==> config.mk <==
export PLATFORM = sky130hd
export DESIGN_NAME = paalu_core
export DESIGN_NICKNAME = d
export VERILOG_FILES = /design/src/design/paalu_pkg.sv /design/src/design/paalu_core.sv
export VERILOG_INCLUDE_DIRS = /design/src /design/src/design
export SDC_FILE = /design/constraint.sdc
export NUM_CORES = 1
export LEC_CHECK = 0
export BUFFER_PORTS_ARGS = -buffer_cell sky130_fd_sc_hd__buf_2
export CAP_MARGIN = 5
export CORE_UTILIZATION = 57
export DETAILED_ROUTE_END_ITERATION = 7
export PLACE_DENSITY = 0.78
export SLEW_MARGIN = 20
export SYNTH_ARGS = -nofsm -noshare
export SYNTH_HDL_FRONTEND = slang
export SYNTH_SLANG_ARGS = --single-unit
==> constraint.sdc <==
create_clock -name pclk -period 3.8 [get_ports pclk]
set_input_delay 0.57 -clock pclk [delete_from_list [all_inputs] [get_ports pclk]]
set_output_delay 0.57 -clock pclk [all_outputs]
set_load 0.02 [all_outputs]
==> src/design/paalu_consts.svh <==
// Offsets, field positions, reset values and shift amounts of the accumulate block.
`ifndef PAALU_CONSTS_SVH
`define PAALU_CONSTS_SVH
`define PAALU_OFF_CTRL 8'h00
`define PAALU_OFF_ACC 8'h04
`define PAALU_OFF_PRODUCT_REGISTER 8'h08
`define PAALU_OFF_OPND 8'h0C
`define PAALU_OFF_CMD 8'h10
`define PAALU_OFF_STAT 8'h14
`define PAALU_OFF_ISTAT 8'h18
`define PAALU_OFF_IMASK 8'h1C
`define PAALU_CTRL_PM_LSB 0
`define PAALU_CTRL_OVM 2
`define PAALU_CTRL_SXM 3
`define PAALU_CMD_OP_LSB 0
`define PAALU_CMD_SHIFT_LSB 2
`define PAALU_CMD_PEXT 6
`define PAALU_CMD_OEXT 7
`define PAALU_CMD_SAME 8
`define PAALU_CMD_P_LSB 12
`define PAALU_CMD_D_LSB 16
`define PAALU_CMD_N_LSB 24
`define PAALU_STAT_BUSY 0
`define PAALU_STAT_CARRY 1
`define PAALU_STAT_OV 2
`define PAALU_INT_DONE 0
`define PAALU_INT_OVF 1
`define PAALU_PM_RESET 2'h0
`define PAALU_SH_PM1 1
`define PAALU_SH_PM2 4
`define PAALU_SH_PM3 6
`define PAALU_IMM_CYCLES 16'h0002
`define PAALU_SAT_POS 32'h7FFFFFFF
`define PAALU_SAT_NEG 32'h80000000
`endif

==> src/design/paalu_pkg.sv <==
// Types of the accumulate block.
package paalu_pkg;
  typedef enum logic [1:0] {PAALU_OP_ADD_PRODUCT_TO_ACCUMULATOR, PAALU_OP_AND_MEM, PAALU_OP_AND_IMM} paalu_op_t;
  typedef enum logic {PAALU_IDLE, PAALU_RUN} paalu_state_t;
  typedef struct packed {
    paalu_state_t state;
    logic pready;
    logic pslverr;
    logic [31:0] prdata;
    logic irq;
    logic [1:0] pm;
    logic overflow_saturate_select;
    logic sign_extension_select;
    logic [31:0] acc;
    logic [31:0] product_register;
    logic [15:0] opnd;
    paalu_op_t op;
    logic [3:0] shift;
    logic [7:0] n;
    logic [7:0] iter;
    logic [15:0] total;
    logic [15:0] elapsed;
    logic carry;
    logic ov;
    logic [1:0] ist;
    logic [1:0] imask;
  } paalu_regs_t;
endpackage

==> src/design/paalu_core.sv <==
// Product accumulate and logical AND datapath with APB registers.
`timescale 1ns/10ps
`include "paalu_consts.svh"
module paalu_core
  import paalu_pkg::*;
(
  input wire logic pclk,
  input wire logic presetn,
  input wire logic ce,
  input wire logic psel,
  input wire logic penable,
  input wire logic pwrite,
  input wire logic [7:0] paddr,
  input wire logic [31:0] pwdata,
  output logic [31:0] prdata,
  output logic pready,
  output logic pslverr,
  output logic irq
);

  paalu_regs_t r;
  paalu_regs_t next_r;

  // ----------------------------------------
  // Product shift and accumulate datapath.
  // ----------------------------------------
  logic [31:0] shifted;
  logic [32:0] sum;
  logic ovf;
  logic [31:0] acc_result;
  logic [31:0] imm_val;

  always_comb
  begin
    case (r.pm)
      2'h1: shifted = r.product_register << `PAALU_SH_PM1;
      2'h2: shifted = r.product_register << `PAALU_SH_PM2;
      2'h3: shifted = $unsigned($signed(r.product_register) >>> `PAALU_SH_PM3);
      default: shifted = r.product_register;
    endcase
  end

  // The product is treated as signed whatever the extension select says.
  assign sum = {1'b0, r.acc} + {1'b0, shifted};
  assign ovf = (r.acc[31] == shifted[31]) && (sum[31] != r.acc[31]);

  always_comb
  begin
    if (ovf && r.overflow_saturate_select)
    begin
      acc_result = r.acc[31] ? `PAALU_SAT_NEG : `PAALU_SAT_POS;
    end
    else
    begin
      acc_result = sum[31:0];
    end
  end

  assign imm_val = {16'h0000, r.opnd} << r.shift;

  // ----------------------------------------
  // Cycle count of a command.
  // ----------------------------------------
  function automatic logic [15:0] paalu_cycles(input logic [31:0] cmd);
    logic [15:0] n;
    logic [15:0] p;
    logic [15:0] d;
    logic [15:0] c;
    n = {8'h00, cmd[`PAALU_CMD_N_LSB +: 8]};
    p = {12'h000, cmd[`PAALU_CMD_P_LSB +: 4]};
    d = {12'h000, cmd[`PAALU_CMD_D_LSB +: 4]};
    c = 16'h0000;
    if (n == 16'h0000)
    begin
      n = 16'h0001;
    end
    case (cmd[`PAALU_CMD_OP_LSB +: 2])
      2'h0:
      begin
        c = n + (cmd[`PAALU_CMD_PEXT] ? p : 16'h0000);
      end
      2'h1:
      begin
        c = n + (cmd[`PAALU_CMD_PEXT] ? p : 16'h0000);
        if (cmd[`PAALU_CMD_OEXT])
        begin
          c = c + 16'(n * d);
        end
        if (cmd[`PAALU_CMD_OEXT] && cmd[`PAALU_CMD_PEXT])
        begin
          c = c + 16'h0001;
        end
        if (cmd[`PAALU_CMD_SAME] && !cmd[`PAALU_CMD_OEXT] && !cmd[`PAALU_CMD_PEXT])
        begin
          c = c + 16'h0001;
        end
      end
      default:
      begin
        c = `PAALU_IMM_CYCLES + (cmd[`PAALU_CMD_PEXT] ? 16'(p << 1) : 16'h0000);
      end
    endcase
    return c;
  endfunction

  // ----------------------------------------
  // Next state.
  // ----------------------------------------
  logic wr_en;
  logic rd_en;
  logic mapped;
  logic apply;
  logic [1:0] ist_set;
  logic [1:0] ist_clr;

  assign wr_en = psel && penable && r.pready && pwrite;
  assign rd_en = psel && penable && !r.pready && !pwrite;
  assign apply = (r.state == PAALU_RUN) && (r.iter < r.n);

  always_comb
  begin
    next_r = r;
    ist_set = 2'h0;
    ist_clr = 2'h0;
    mapped = (paddr[1:0] == 2'h0) && (paddr <= `PAALU_OFF_IMASK);
    next_r.pready = psel && penable && !r.pready;
    if (psel && penable && !r.pready)
    begin
      next_r.pslverr = !mapped;
      if (pwrite && (r.state == PAALU_RUN))
      begin
        if ((paddr == `PAALU_OFF_ACC) || (paddr == `PAALU_OFF_PRODUCT_REGISTER) ||
            (paddr == `PAALU_OFF_CMD))
        begin
          next_r.pslverr = 1'b1;
        end
      end
    end
    else
    begin
      next_r.pslverr = 1'b0;
    end
    if (rd_en)
    begin
      case (paddr)
        `PAALU_OFF_CTRL: next_r.prdata = {28'h0000000, r.sign_extension_select, r.overflow_saturate_select, r.pm};
        `PAALU_OFF_ACC: next_r.prdata = r.acc;
        `PAALU_OFF_PRODUCT_REGISTER: next_r.prdata = r.product_register;
        `PAALU_OFF_OPND: next_r.prdata = {16'h0000, r.opnd};
        `PAALU_OFF_STAT: next_r.prdata = {29'h00000000, r.ov, r.carry,
                                          r.state == PAALU_RUN};
        `PAALU_OFF_ISTAT: next_r.prdata = {30'h00000000, r.ist};
        `PAALU_OFF_IMASK: next_r.prdata = {30'h00000000, r.imask};
        default: next_r.prdata = 32'h00000000;
      endcase
    end
    else if (!psel)
    begin
      next_r.prdata = 32'h00000000;
    end
    if (wr_en && !r.pslverr)
    begin
      case (paddr)
        `PAALU_OFF_CTRL:
        begin
          next_r.pm = pwdata[`PAALU_CTRL_PM_LSB +: 2];
          next_r.overflow_saturate_select = pwdata[`PAALU_CTRL_OVM];
          next_r.sign_extension_select = pwdata[`PAALU_CTRL_SXM];
        end
        `PAALU_OFF_ACC: next_r.acc = pwdata;
        `PAALU_OFF_PRODUCT_REGISTER: next_r.product_register = pwdata;
        `PAALU_OFF_OPND: next_r.opnd = pwdata[15:0];
        `PAALU_OFF_CMD:
        begin
          next_r.state = PAALU_RUN;
          next_r.op = paalu_op_t'(pwdata[`PAALU_CMD_OP_LSB +: 2]);
          next_r.shift = pwdata[`PAALU_CMD_SHIFT_LSB +: 4];
          next_r.n = (pwdata[`PAALU_CMD_OP_LSB + 1] == 1'b1) ||
                     (pwdata[`PAALU_CMD_N_LSB +: 8] == 8'h00) ?
                     8'h01 : pwdata[`PAALU_CMD_N_LSB +: 8];
          next_r.iter = 8'h00;
          next_r.elapsed = 16'h0000;
          next_r.total = paalu_cycles(pwdata);
        end
        `PAALU_OFF_STAT: ist_clr = 2'h0;
        `PAALU_OFF_ISTAT: ist_clr = pwdata[1:0];
        `PAALU_OFF_IMASK: next_r.imask = pwdata[1:0];
        default: ist_clr = 2'h0;
      endcase
    end
    if (r.state == PAALU_RUN)
    begin
      next_r.elapsed = r.elapsed + 16'h0001;
      if (apply)
      begin
        next_r.iter = r.iter + 8'h01;
        case (r.op)
          PAALU_OP_ADD_PRODUCT_TO_ACCUMULATOR:
          begin
            next_r.acc = acc_result;
            next_r.carry = sum[32];
            if (ovf)
            begin
              next_r.ov = 1'b1;
              ist_set[`PAALU_INT_OVF] = 1'b1;
            end
          end
          PAALU_OP_AND_MEM: next_r.acc = {16'h0000, r.acc[15:0] & r.opnd};
          default: next_r.acc = r.acc & imm_val;
        endcase
      end
      if (r.elapsed + 16'h0001 >= r.total)
      begin
        next_r.state = PAALU_IDLE;
        ist_set[`PAALU_INT_DONE] = 1'b1;
      end
    end
    // Writing a one to the overflow status bit clears the overflow flag too.
    if (wr_en && !r.pslverr && (paddr == `PAALU_OFF_ISTAT) && pwdata[`PAALU_INT_OVF])
    begin
      next_r.ov = next_r.ov && ist_set[`PAALU_INT_OVF];
    end
    next_r.ist = (r.ist & ~ist_clr) | ist_set;
    next_r.irq = |(next_r.ist & next_r.imask);
  end

  // ----------------------------------------
  // State register.
  // ----------------------------------------
  always_ff @(posedge pclk or negedge presetn)
  begin
    if (!presetn)
    begin
      r <= '0;
      r.pm <= `PAALU_PM_RESET;
    end
    else if (ce)
    begin
      r <= next_r;
    end
  end

  assign prdata = r.prdata;
  assign pready = r.pready;
  assign pslverr = r.pslverr;
  assign irq = r.irq;

  logic add_product_to_accumulator_go;
  assign add_product_to_accumulator_go = ce && apply && (r.op == PAALU_OP_ADD_PRODUCT_TO_ACCUMULATOR);
endmodule // paalu_core

==> run metrics <==
status finished with violations; violated checks negative setup slack; share of cells above drive strength 1 28.5%; Worst VDD drop ~280 uV; DR vias about 15000; initial antenna violation count 1; die area around 27000 um2; synthesis-stage register bit count approximately 180; first-pass GRT wire length between 70 and 80 mm; gr busiest metal met2; Post-Layout Cell Count 2209; CTS sink count 179; largest area contributor in the netlist dfrtp_1; Starting Density around three fifths; DR iter-0 viols between 1500 and 2000; met2 Use GR a little over 60%; Tmin final between 4000 and 5000 ps; startpoint types input port; IO buf count 80; Routed WL per cell around 24 um; worst hold path type input port to async pin; FP Rows between 50 and 60; Placed Cells incl. Taps ~2200; Synth Flop Type dfrtp_1; # IOs slightly above 80; Area Overhead vs Synth 20.2%; post-synth top area share between 20 and 30%; Die W between 150 and 200 um; number of CTS-inserted buffers 17; hold-fix buffers at CTS 0; final hold violations 0; most frequent cells after synthesis 189 x nand2_1, 179 x dfrtp_1, 131 x o21ai_0; clk_skew about 21 ps; met3 Use GR 9.17%; vias per inst 6.63; CP top delay family compound AO/OA/AOI/OAI gates; drt drc 0; Crit path required time just over 4000 ps; Post-Syn Nets 1858; async set-reset flop share out of synthesis 100%; Fmax 222 MHz; clock latency on the worst-skew pair between 400 and 500 ps; DPL Wire Length 38.6 mm; fin nets roughly 2000; Rel. slew slack between 30% and 40%; largest net degree at the start of global routing between 70 and 80; vias in the first global route between 10000 and 15000; drt first pass iters 8; Bufs and invs on worst path 4; gpl congestion 0.991; worst hold slack around 95 ps; Avg Inst Size Synth slightly below 9 um2; n_diodes 0; Post-synth EDFFs 0; clock buffer depth 2; count leader, synth nand2_1; Die Y 165 um; Pwr Density around 310 nW/um2; setup TNS -6580 ps; Seq/Total Area, Yosys 29.7%; Area contributors post-synth dfrtp_1 30%, ha_1 7.1%, mux4_2 4.8%; Max Slew Vio Count 0; Final period util 119%; worst setup margin -705 ps; GRT Util Overall 39.2%; max-cap viol count 0; Crit Path Max Fanout 3; CP Class input port to register; Leakage 8.43 nW; WL final about 52 mm; Reg clk slew, reported paths about 90 ps; Mapped Cells roughly 1700; core region area about 26000 um2; Clock Root Buffer clkbuf_16; CTS tree yes; final setup vio count 12; Synth Warn # 0; RSZ-0062 raised after global routing yes; H-tree depth 4; global route overflow 0; Worst-Margin Slew 956 ps; Post-DRT Antenna Nets 0; crit end category register; critical path arrival 4850 ps; synthesized area 15100 um2; max incr delay on CP between 500 and 600 ps; crit path cell chain buf_8 -> nor4_4 -> a21o_1 -> ha_2 -> inv_2 -> fa_2 -> buf_6 -> xor2_4 -> fa_1 -> inv_1 -> ha_4 -> a211oi_4 -> o2111a_1 -> a311oi_2 -> a311o_1 -> a221oi_2 -> nor4b_4 -> nand3_2 -> xnor2_1 -> o32ai_1; GR Layer Usage met1 between 50% and 60%; critical path's slowest cell fa_1; Netlist cell types 91
-- sequential cells by signal, indices dropped and copies added (netlist names) --
| name | cells |
|---|---|
| pready | 1 |
| prdata | 32 |
| irq | 1 |
| pslverr | 1 |
| r | 144 |
-- metal layers --
layer | share of wire (%) | routed length, um
met1 | 41 | 21200
met2 | 45 | 23400
met3 | 11 | 5690
met5 | 0.025 | 13
met4 | 4.0 | 2070
-- metrics by stage --
step,util (%),area (um2),setup WS (ps),total power (W)
after floorplan,-,15300,-1040,0.00290
after global placement,64.4,16700,-1170,0.00341
after detailed placement,64.4,16700,-1350,0.00346
after CTS,67.8,17600,-606,0.00545
after global routing,69.7,18100,-891,0.00585
final,69.7,18100,-705,0.00562
-- worst register-to-register path, cell delays in order (launching register included) --
cell      delay, ps
dfrtp_1         540
nor2b_1         230
nor2_1           60
a21oi_1         160
ha_1            270
a211oi_1        300
o21ai_1         260
o211ai_1        270
a21oi_1         100
buf_4           160
or2_4           290
a21o_1          180
or2_4           320
a31oi_1         230
buf_4           170
o31ai_1          60
-- final cells by class --
| cell class | instances | area (um2) |
|---|---|---|
| Multi-Input combinational cell | 1298 | 10200 |
| Inverter | 88 | 330 |
| Clock inverter | 15 | 198 |
| Clock buffer | 17 | 425 |
| Timing Repair Buffer | 277 | 2040 |
| Fill cell | 2054 | 7870 |
| Sequential cell | 179 | 4480 |
| Tap cell | 335 | 419 |
-- path summary, 6_finish.rpt --
path / from / to / slack, ps / depth (start not counted)
worst max-delay path: pwdata[29] / r[34]$_DFFE_PN0P_ / -700 / 20
min in group pclk: pwdata[21] / r[97]$_DFFE_PN0P_ / 350 / 2
worst min-delay path: presetn / r[42]$_DFFE_PN0P_ / 90 / 1
worst max register to register: r[77]$_DFFE_PN0P_ / r[134]$_DFFE_PN0P_ / 90 / 15
max in group asynchronous: presetn / r[68]$_DFFE_PN0P_ / 2680 / 2
worst min register to register: prdata[6]$_DFFE_PN0P_ / prdata[6]$_DFFE_PN0P_ / 470 / 2
-- what timing repair did --
| action | 4_1_cts | 5_1_grt |
|---|---|---|
| setup endpoints to repair | 17 | 34 |
| pin swaps | 27 | 23 |
| buffers inserted | 12 | 13 |
| gates resized for setup | 38 | 70 |
| cloned | 0 | 1 |
-- power by group --
part,leakage (nW),total [W],internal (W),switching (W)
clock network,0.297,0.00186,0.000907,0.000952
registers,2.39,0.00196,0.00193,0.0000336
logic,5.74,0.00181,0.000864,0.000942
-- logic make-up (layout without fill, tap and decap cells) --
kind of cell               Yosys count  count (layout)  synth area share, %
adders and majority gates          107             107                 9.98
and+or+nand+nor                    502             502                 16.3
muxes                              119             119                 11.1
AOI/OAI and AO/OA                  500             500                 21.9
buffers and inverters              228             397                 6.95
DFF                                179             179                 29.7
xor gates and xnor gates            70              70                 4.07
-- placed cells by master (no fill, tap or decap), drive strengths merged, types with 20 or more instances in the layout --
cell and count:
inv 94, and2 39, o21ai 161, nand3 50, nor2 92, mux2i 23
nor3 20, o22ai 33, fa 22, a21o 30, mux2 64, ha 85
nand2 189, a21oi 112, dfrtp 179, mux4 32, a22oi 24, buf 275
xnor2 51, nand2b 21
(Power assumes the default switching activity.)
